File: src/upc_map.vh
`ifndef UPC_MAP_VH
`define UPC_MAP_VH
// Command codes
`define UPC_CMD_USER        8'hd1
`define UPC_CMD_GAIN        8'hd2
`define UPC_CMD_RAIL        8'hd3
// Reset values
`define UPC_USER_RST        16'h0402
`define UPC_GAIN_RST        16'hc200
// Writable bit masks; clear bits are unused and read zero
`define UPC_USER_MASK       16'hfc97
`define UPC_GAIN_MASK       16'hffff
`define UPC_RAIL_MASK       16'hff07
// User feature fields
`define UPC_MIND_HI         15
`define UPC_MIND_LO         11
`define UPC_DRV_STYLE       10
`define UPC_MIND_EN         7
`define UPC_MARGIN_EN       4
`define UPC_PG_PUSH         2
`define UPC_XT_EN           1
`define UPC_XT_FAULT        0
// Rail phase fields
`define UPC_PID_HI          15
`define UPC_PID_LO          13
`define UPC_RID_HI          12
`define UPC_RID_LO          8
`define UPC_CNT_HI          2
`define UPC_CNT_LO          0
// Phase count codes
`define UPC_CNT_2PH         3'h1
`define UPC_CNT_4PH         3'h3
// Slot constants
`define UPC_SLOT_HALF       3'h4
`define UPC_SLOT_ZERO       3'h0
// Minimum duty: 2*(v+1)/512 in units of 1/512
`define UPC_DUTY_W          9
`endif

File: src/upc_slot_calc.v
`timescale 1ns/1ps
// Phase slot placement in eighths of the switching period
module upc_slot_calc (
	shared,
	phase_idx,
	cnt_code,
	spread_slot,
	slot0,
	slot1
);
`include "upc_map.vh"
	input  wire       shared;
	input  wire [2:0] phase_idx;
	input  wire [2:0] cnt_code;
	input  wire [2:0] spread_slot;
	output reg  [2:0] slot0;
	output reg  [2:0] slot1;

	always @* begin
		if (!shared) begin
			// Alone: spread setting picks the first slot
			slot0 = spread_slot;
			slot1 = spread_slot + `UPC_SLOT_HALF;
		end else if (cnt_code == `UPC_CNT_4PH) begin
			slot0 = {phase_idx[1:0], 1'b0};
			slot1 = {phase_idx[1:0], 1'b0} + `UPC_SLOT_HALF;
		end else begin
			slot0 = {1'b0, phase_idx[1:0]};
			slot1 = {1'b0, phase_idx[1:0]} + `UPC_SLOT_HALF;
		end
	end
endmodule // upc_slot_calc

File: src/upc_duty_clamp.v
`timescale 1ns/1ps
// Minimum duty clamp on a 9-bit duty in 1/512 steps
module upc_duty_clamp (
	enable,
	min_field,
	duty_in,
	duty_out
);
`include "upc_map.vh"
	input  wire                   enable;
	input  wire [4:0]             min_field;
	input  wire [`UPC_DUTY_W-1:0] duty_in;
	output wire [`UPC_DUTY_W-1:0] duty_out;

	wire [`UPC_DUTY_W-1:0] floor_val;

	assign floor_val = {3'h0, min_field, 1'b0} + 9'h002;
	// Bypassed when disabled, whatever the field holds
	assign duty_out = (enable && duty_in < floor_val) ?
		floor_val : duty_in;
endmodule // upc_duty_clamp

File: src/upc_cfg_regs.v
`timescale 1ns/1ps
// Function
// Minimum duty field bits 15:11 clamps duty to at least 2*(v+1)/512.
// Clamp applies only while user bit 7 is set.
// Bit 10 switches drive outputs between direct and power stage style.
// Bit 4 derives margin voltages from the margin percentage setting.
// Bit 2 picks power-good open-drain at 0, push-pull at 1.
// External temperature measurement enabled only while bit 1 set.
// Bit 0 selects external sensor for temperature fault judgement.
// User register two bytes, read/write, protectable, resets to 0402h.
// Sense gain register linear-11 milliohms, resets to C200h.
// Phase config bits 15:13 hold phase position, valid 0 to 3.
// Bits 12:8 hold rail id; equal ids share current.
// Bits 2:0 hold phase count minus one; host writes 1,3,5,7.
// At reset rail id takes strapped address low bits, rest zero.
// Shared rail slots: index,index+4; 4-phase: 2*index,2*index+4.
// Standalone device uses slots 0 and 4 automatically; code places it at spread_slot and spread_slot+4.
// Spread setting affects only non-shared rails.
// Unused bits ignore writes and read zero.
module upc_cfg_regs (
	sys_clk,
	rstn,
	cmd_code,
	wr_en,
	wr_data,
	write_protect,
	rd_data,
	cmd_hit,
	strap_addr,
	spread_slot,
	duty_req,
	duty_cmd,
	drive_pulse,
	drive_lo,
	low_side_drive_out,
	high_side_drive_out,
	pg_level,
	power_good_out,
	power_good_oe,
	margin_from_ratio,
	external_temp_sensor_en,
	temp_fault_ext_sel,
	sense_gain_exp,
	sense_gain_mant,
	rail_id,
	phase_idx,
	phase_cnt_code,
	rail_shared,
	slot0,
	slot1
);
`include "upc_map.vh"
	input  wire                   sys_clk;
	input  wire                   rstn;
	input  wire [7:0]             cmd_code;
	input  wire                   wr_en;
	input  wire [15:0]            wr_data;
	input  wire                   write_protect;
	output reg  [15:0]            rd_data;
	output wire                   cmd_hit;
	input  wire [6:0]             strap_addr;
	input  wire [2:0]             spread_slot;
	input  wire [`UPC_DUTY_W-1:0] duty_req;
	output reg  [`UPC_DUTY_W-1:0] duty_cmd;
	input  wire                   drive_pulse;
	input  wire                   drive_lo;
	output reg                    low_side_drive_out;
	output reg                    high_side_drive_out;
	input  wire                   pg_level;
	output reg                    power_good_out;
	output reg                    power_good_oe;
	output wire                   margin_from_ratio;
	output wire                   external_temp_sensor_en;
	output wire                   temp_fault_ext_sel;
	output wire [4:0]             sense_gain_exp;
	output wire [10:0]            sense_gain_mant;
	output wire [4:0]             rail_id;
	output wire [2:0]             phase_idx;
	output wire [2:0]             phase_cnt_code;
	output wire                   rail_shared;
	output reg  [2:0]             slot0;
	output reg  [2:0]             slot1;

	reg  [15:0]            user_feature_config_r;
	reg  [15:0]            input_current_sense_gain_r;
	reg  [15:0]            rail_phase_config_r;
	reg                    strap_load_r;
	wire [`UPC_DUTY_W-1:0] duty_clamped;
	wire [2:0]             slot0_nxt;
	wire [2:0]             slot1_nxt;
	wire                   wr_ok;

	function [15:0] upc_merge;
		input [15:0] old_v;
		input [15:0] new_v;
		input [15:0] mask;
		begin
			upc_merge = (new_v & mask) | (old_v & ~mask);
		end
	endfunction

	assign cmd_hit = (cmd_code == `UPC_CMD_USER) ||
		(cmd_code == `UPC_CMD_GAIN) || (cmd_code == `UPC_CMD_RAIL);
	// Protection blocks writes, reads still served
	assign wr_ok = wr_en && !write_protect;

	always @(posedge sys_clk) begin
		if (!rstn) begin
			user_feature_config_r      <= `UPC_USER_RST;
			input_current_sense_gain_r <= `UPC_GAIN_RST;
			rail_phase_config_r        <= 16'h0000;
			strap_load_r               <= 1'b1;
		end else begin
			strap_load_r <= 1'b0;
			// Strap caught after release, never under reset
			if (strap_load_r)
				rail_phase_config_r <= {3'h0, strap_addr[4:0],
					8'h00};
			else if (wr_ok && cmd_code == `UPC_CMD_RAIL)
				rail_phase_config_r <= upc_merge(rail_phase_config_r,
					wr_data, `UPC_RAIL_MASK) &
					`UPC_RAIL_MASK;
			if (wr_ok && cmd_code == `UPC_CMD_USER)
				user_feature_config_r <= wr_data &
					`UPC_USER_MASK;
			if (wr_ok && cmd_code == `UPC_CMD_GAIN)
				input_current_sense_gain_r <= wr_data &
					`UPC_GAIN_MASK;
		end
	end

	always @* begin
		case (cmd_code)
		`UPC_CMD_USER: rd_data = user_feature_config_r;
		`UPC_CMD_GAIN: rd_data = input_current_sense_gain_r;
		`UPC_CMD_RAIL: rd_data = rail_phase_config_r;
		default:       rd_data = 16'h0000;
		endcase
	end

	assign margin_from_ratio       = user_feature_config_r[`UPC_MARGIN_EN];
	assign external_temp_sensor_en = user_feature_config_r[`UPC_XT_EN];
	// Fault source follows bit 0 only; measurement gating is separate
	assign temp_fault_ext_sel      = user_feature_config_r[`UPC_XT_FAULT];
	assign sense_gain_exp  = input_current_sense_gain_r[15:11];
	assign sense_gain_mant = input_current_sense_gain_r[10:0];
	assign rail_id        = rail_phase_config_r[`UPC_RID_HI:`UPC_RID_LO];
	assign phase_idx      = rail_phase_config_r[`UPC_PID_HI:`UPC_PID_LO];
	assign phase_cnt_code = rail_phase_config_r[`UPC_CNT_HI:`UPC_CNT_LO];
	// Counts of 2 phases or less mean a standalone device
	assign rail_shared = phase_cnt_code > `UPC_CNT_2PH;

	upc_duty_clamp u_clamp (
		.enable    (user_feature_config_r[`UPC_MIND_EN]),
		.min_field (user_feature_config_r[`UPC_MIND_HI:`UPC_MIND_LO]),
		.duty_in   (duty_req),
		.duty_out  (duty_clamped)
	);

	upc_slot_calc u_slot (
		.shared      (rail_shared),
		.phase_idx   (phase_idx),
		.cnt_code    (phase_cnt_code),
		.spread_slot (spread_slot),
		.slot0       (slot0_nxt),
		.slot1       (slot1_nxt)
	);

	always @(posedge sys_clk) begin
		if (!rstn) begin
			duty_cmd            <= {`UPC_DUTY_W{1'b0}};
			slot0               <= `UPC_SLOT_ZERO;
			slot1               <= `UPC_SLOT_HALF;
			low_side_drive_out  <= 1'b0;
			high_side_drive_out <= 1'b0;
			power_good_out      <= 1'b0;
			power_good_oe       <= 1'b1;
		end else begin
			duty_cmd <= duty_clamped;
			slot0    <= slot0_nxt;
			slot1    <= slot1_nxt;
			if (user_feature_config_r[`UPC_DRV_STYLE]) begin
				// Stage enable high unless drive_lo is set without drive_pulse
				low_side_drive_out  <= !drive_lo || drive_pulse;
				high_side_drive_out <= drive_pulse;
			end else begin
				low_side_drive_out  <= drive_lo;
				high_side_drive_out <= drive_pulse;
			end
			// Open-drain only drives low, releases for high
			power_good_out <= pg_level;
			power_good_oe  <= user_feature_config_r[`UPC_PG_PUSH] ||
				!pg_level;
		end
	end
endmodule // upc_cfg_regs

File: config.mk
export PLATFORM = sky130hd
export DESIGN_NAME = upc_cfg_regs
export DESIGN_NICKNAME = d
export VERILOG_FILES = /design/src/upc_slot_calc.v /design/src/upc_duty_clamp.v /design/src/upc_cfg_regs.v
export VERILOG_INCLUDE_DIRS = /design/src /design/src/src
export SDC_FILE = /design/constraint.sdc
export NUM_CORES = 1
export LEC_CHECK = 0
export ABC_AREA = 1
export BUFFER_PORTS_ARGS = -buffer_cell sky130_fd_sc_hd__buf_4
export CORE_UTILIZATION = 50
export CTS_CLUSTER_DIAMETER = 120
export CTS_CLUSTER_SIZE = 28
export DETAILED_ROUTE_END_ITERATION = 6
export PLACE_DENSITY = 0.9
export SYNTH_ARGS = -nofsm -noshare
export SYNTH_HDL_FRONTEND = slang
export SYNTH_SLANG_ARGS = --single-unit
File: constraint.sdc
create_clock -name sys_clk -period 3.1 [get_ports sys_clk]
set_input_delay 0.155 -clock sys_clk [delete_from_list [all_inputs] [get_ports sys_clk]]
set_output_delay 0.155 -clock sys_clk [all_outputs]
set_load 0.01 [all_outputs]
==> report_table.html <==
<table>
<tr><th>Metric</th><th>Value</th></tr>
<tr><th colspan="2">Power</th></tr>
<tr><td>Tot Pwr</td><td>1.27 mW</td></tr>
<tr><td>Relative contribution of sequential cells to total power</td><td>58.4%</td></tr>
<tr><td>Peak supply drop</td><td>0.198 mV</td></tr>
<tr><td>Power density relative to cell area</td><td>364 nW/um2</td></tr>
<tr><td>Switching power</td><td>0.307 mW</td></tr>
<tr><td>Leakage component of the power</td><td>1.73 nW</td></tr>
<tr><td>Clock network fraction of total power</td><td>30.2%</td></tr>
<tr><td>Internal power consumption</td><td>0.966 mW</td></tr>
<tr><td>Switching portion of total power</td><td>24.1%</td></tr>
<tr><td>Share of total power in combinational logic</td><td>11.4%</td></tr>
<tr><th colspan="2">Timing</th></tr>
<tr><td>Worst hold slack across all endpoints</td><td>34.2 ps</td></tr>
<tr><td>Final worst path period share</td><td>72.6%</td></tr>
<tr><td>Transition at the pin with the smallest max-transition slack</td><td>929 ps</td></tr>
<tr><td>Setup repair after global routing missed its margin</td><td>false</td></tr>
<tr><td>Final sum of negative setup slack</td><td>0 ps</td></tr>
<tr><td>Final hold violation count</td><td>0</td></tr>
<tr><td>Final slew viol count</td><td>0</td></tr>
<tr><td>Min Tclk post-route</td><td>2250 ps</td></tr>
<tr><td>Post-route setup slack</td><td>850 ps</td></tr>
<tr><td>Post-route clock skew</td><td>3.85 ps</td></tr>
<tr><td>Slew HR</td><td>38.1%</td></tr>
<tr><td>Highest attainable clock frequency</td><td>444 MHz</td></tr>
<tr><td># setup viols final</td><td>0</td></tr>
<tr><th colspan="2">Logic synthesis</th></tr>
<tr><td>Area share of fa/ha/maj cells after synthesis</td><td>2.94%</td></tr>
<tr><td>Yosys warning total</td><td>0</td></tr>
<tr><td>Number of synthesized register bits</td><td>56</td></tr>
<tr><td>Xor/xnor cell area share of the yosys netlist</td><td>1.03%</td></tr>
<tr><td>Combined area of all synthesized cells</td><td>2560 um2</td></tr>
<tr><td>Fraction of the mapped netlist area in simple logic gates</td><td>28.9%</td></tr>
<tr><td>Post-synthesis net count</td><td>427</td></tr>
<tr><td>Cells after Synth</td><td>371</td></tr>
<tr><td>Post-synthesis sequential area ratio</td><td>43.8%</td></tr>
<tr><td>Synthesized-area fraction occupied by ao, oa, aoi and oai cells</td><td>13.1%</td></tr>
<tr><td>Multiplexer share of the synthesized area</td><td>0%</td></tr>
<tr><td>Number of distinct library cells after synthesis</td><td>25</td></tr>
<tr><td>Per-instance average area after synthesis</td><td>6.89 um2</td></tr>
<tr><td>Main combinational cell family by area after synthesis</td><td>simple AND/OR/NAND/NOR gates</td></tr>
<tr><th colspan="2">Die</th></tr>
<tr><td>Core Area</td><td>4820 um2</td></tr>
<tr><td>Die outline area</td><td>5410 um2</td></tr>
<tr><td>Overall die width</td><td>73.5 um</td></tr>
<tr><td>I/O pin count</td><td>117</td></tr>
<tr><td>Die Height</td><td>73.5 um</td></tr>
<tr><td>Starting density of the core</td><td>53.1%</td></tr>
<tr><td>Count of standard-cell rows</td><td>25</td></tr>
<tr><th colspan="2">Layout</th></tr>
<tr><td>Antenna diodes</td><td>0</td></tr>
<tr><td>Final std cells w/o fill</td><td>543</td></tr>
<tr><td>Final non-filler cell area</td><td>3500 um2</td></tr>
<tr><td>Fill cell count</td><td>421</td></tr>
<tr><td>Commonest cells after routing, fill and taps aside</td><td>sky130_fd_sc_hd__buf_4, sky130_fd_sc_hd__nand2_1, sky130_fd_sc_hd__dfxtp_1, sky130_fd_sc_hd__nor2_1, sky130_fd_sc_hd__inv_1</td></tr>
<tr><td>Share of cells above drive strength 1</td><td>27.1%</td></tr>
<tr><td>Number of nets in the finished design</td><td>532</td></tr>
<tr><td>Final core utilization</td><td>72.6%</td></tr>
<tr><td>Signed area change from the synthesized netlist to the final layout</td><td>36.7%</td></tr>
<tr><td>Most common cell after layout, fill and taps aside</td><td>sky130_fd_sc_hd__buf_4</td></tr>
<tr><td>Area of the multi-input gates</td><td>1170 um2</td></tr>
<tr><td>Storage element area</td><td>1120 um2</td></tr>
<tr><th colspan="2">Setup path</th></tr>
<tr><td>Kind of capture point of the worst setup path</td><td>flop</td></tr>
<tr><td>Worst setup startpoint</td><td>user_feature_config_r[11]</td></tr>
<tr><td>Element type at the critical path start</td><td>flop</td></tr>
<tr><td>FF-to-FF path depth</td><td>9</td></tr>
<tr><td>Reg2Reg Launch Point</td><td>user_feature_config_r[11]</td></tr>
<tr><td>Critical setup path kind</td><td>flop to flop</td></tr>
<tr><td>Worst endpoint data arrival time</td><td>2460 ps</td></tr>
<tr><td>Setup crit end</td><td>duty_cmd[8]</td></tr>
<tr><td>Reg-to-reg slack, setup</td><td>850 ps</td></tr>
<tr><td>Critical path data required time</td><td>3310 ps</td></tr>
<tr><td>Peak fanout along the critical path</td><td>13</td></tr>
<tr><td>R2R Path End</td><td>duty_cmd[8]</td></tr>
<tr><th colspan="2">Clock network</th></tr>
<tr><td>Number of buffers between clock root and the deepest sink</td><td>2</td></tr>
<tr><td>Cts-stage hold buffer count</td><td>0</td></tr>
<tr><td>H-tree depth</td><td>2</td></tr>
<tr><td>Number of buffers inserted to repair setup after CTS</td><td>0</td></tr>
<tr><td>TritonCTS buffer count</td><td>5</td></tr>
<tr><td>Clock tree root buffer cell</td><td>sky130_fd_sc_hd__clkbuf_8</td></tr>
<tr><td>Clock tree from TritonCTS</td><td>built</td></tr>
<tr><td>Clock transition at the registers of the reported paths</td><td>90 ps</td></tr>
<tr><td>Clock latency at the later pin of the worst-skew pair</td><td>310 ps</td></tr>
<tr><td>Count of instances resized after the clock tree is built</td><td>0</td></tr>
<tr><td>Total clock sinks</td><td>56</td></tr>
<tr><th colspan="2">Run status</th></tr>
<tr><td>Run status</td><td>completed</td></tr>
<tr><th colspan="2">Placed design</th></tr>
<tr><td>IO Port Bufs</td><td>114</td></tr>
<tr><td>DP Cell Count</td><td>536</td></tr>
<tr><td>Post-DP HPWL</td><td>4920 um</td></tr>
<tr><td>Placed Instance Area</td><td>3420 um2</td></tr>
<tr><td>Place WS</td><td>910 ps</td></tr>
<tr><td>Weighted congestion at the end of routability-driven global placement</td><td>0.813</td></tr>
<tr><th colspan="2">GRT</th></tr>
<tr><td>GRT overflow</td><td>0</td></tr>
<tr><td>Aggregate global-route resource usage</td><td>26.3%</td></tr>
<tr><td>Maximum number of pins on one net before global-route repair</td><td>27</td></tr>
<tr><td>Vias in the first global route</td><td>2484</td></tr>
<tr><td>First-pass GRT wire length</td><td>11000 um</td></tr>
<tr><td>Number of antenna violations at the first check in global routing</td><td>0</td></tr>
<tr><th colspan="2">Route</th></tr>
<tr><td>Number of remaining DRC errors</td><td>0</td></tr>
<tr><td>Routed wirelength normalized by instance count</td><td>12.8 um</td></tr>
<tr><td>Starting DRT DRC Count</td><td>139</td></tr>
<tr><td>Number of routed nets with antenna violations</td><td>0</td></tr>
<tr><td>Length of the first detailed-routing pass in iterations</td><td>5</td></tr>
<tr><td>Total length of routed wires</td><td>6940 um</td></tr>
<tr><td>Avg Vias per Cell</td><td>5.01</td></tr>
<tr><td>Number of vias in the routed layout</td><td>2723</td></tr>
<tr><th colspan="2">Worst hold path</th></tr>
<tr><td>Worst Hold Class</td><td>input pin to flop</td></tr>
<tr><th colspan="2">Flow run</th></tr>
<tr><td>Max capacitance violation total</td><td>0</td></tr>
</table>
==> synthesized netlist by cell type, drive strengths merged <==
library cell,number,area [um2]
a31oi,1,6.26
o221ai,7,61.3
nand2,111,427
o21ai,19,95.1
nand3,17,85.1
buf,9,56.3
dfxtp,56,1120
o211ai,2,15.0
xnor2,1,8.76
clkbuf,8,30.0
a21oi,30,158
inv,44,165
and3,1,6.26
ha,6,75.1
nor3,2,21.3
nor2,53,199
xor2,2,17.5
clkinv,2,10.0
==> how the worst min path moves through the flow <==
stage / from / slack (ps) / end / cells past startpoint
floorplan: drive_pulse / 250 / high_side_drive_out / 2
global placement: drive_pulse / 360 / high_side_drive_out / 3
detailed placement: drive_pulse / 360 / high_side_drive_out / 3
CTS: drive_lo / 30 / low_side_drive_out / 2
global route: drive_lo / 40 / low_side_drive_out / 2
finish: drive_lo / 30 / low_side_drive_out / 2
==> layer usage <==
layer	vias up	global-route usage [%]	share of wire (%)
met1	1222	31.3	41
met5	-	0	0
li1	1369	-	-
met4	0	8.97	1.1
met2	125	46.5	49
met3	7	5.76	8.7
==> state kept, by name, indices dropped and copies added (netlist names), 3 cells and up <==
register                    count
input_current_sense_gain_r     16
rail_phase_config_r            11
user_feature_config_r          11
duty_cmd                        9
slot0                           3
==> final cells by class <==
cell class / instances / share of cell area (%)
Tap cell: 67 / 2.40
Clock buffer: 6 / 2.08
Timing Repair Buffer: 115 / 24.7
Inverter: 46 / 5.01
Clock inverter: 1 / 0.143
Multi-Input combinational cell: 252 / 33.6
Sequential cell: 56 / 32.1
==> critical path, cell delays in order (launching register included) <==
cell                      delay [ps]
sky130_fd_sc_hd__dfxtp_1         420
sky130_fd_sc_hd__ha_1            210
sky130_fd_sc_hd__nand3_1         100
sky130_fd_sc_hd__xor2_1          140
sky130_fd_sc_hd__inv_1            70
sky130_fd_sc_hd__ha_1            180
sky130_fd_sc_hd__a21oi_1         740
sky130_fd_sc_hd__nand2_1         110
sky130_fd_sc_hd__nand2_1         130
sky130_fd_sc_hd__nor2_1           60
==> cells by family (layout without fill, tap and decap cells) <==
| logic type | after synthesis | count (layout) |
|---|---|---|
| AND/OR/NAND/NOR | 184 | 184 |
| AO/OA/AOI/OAI | 59 | 59 |
| flip-flops | 56 | 56 |
| XOR/XNOR | 3 | 3 |
| buffers and inverters | 63 | 168 |
| adder cells (fa/ha/maj) | 6 | 6 |
==> power by group through the flow <==
stage          Clock, mW  Combinational [mW]  Sequential (mW)
3_3_place_gp           0               0.141            0.759
3_5_place_dp           0               0.145            0.759
2_1_floorplan          0              0.0498            0.767
5_1_grt            0.409               0.161            0.745
6_report           0.385               0.145            0.743
4_1_cts            0.385               0.145            0.743
(Power assumes the default switching activity.)
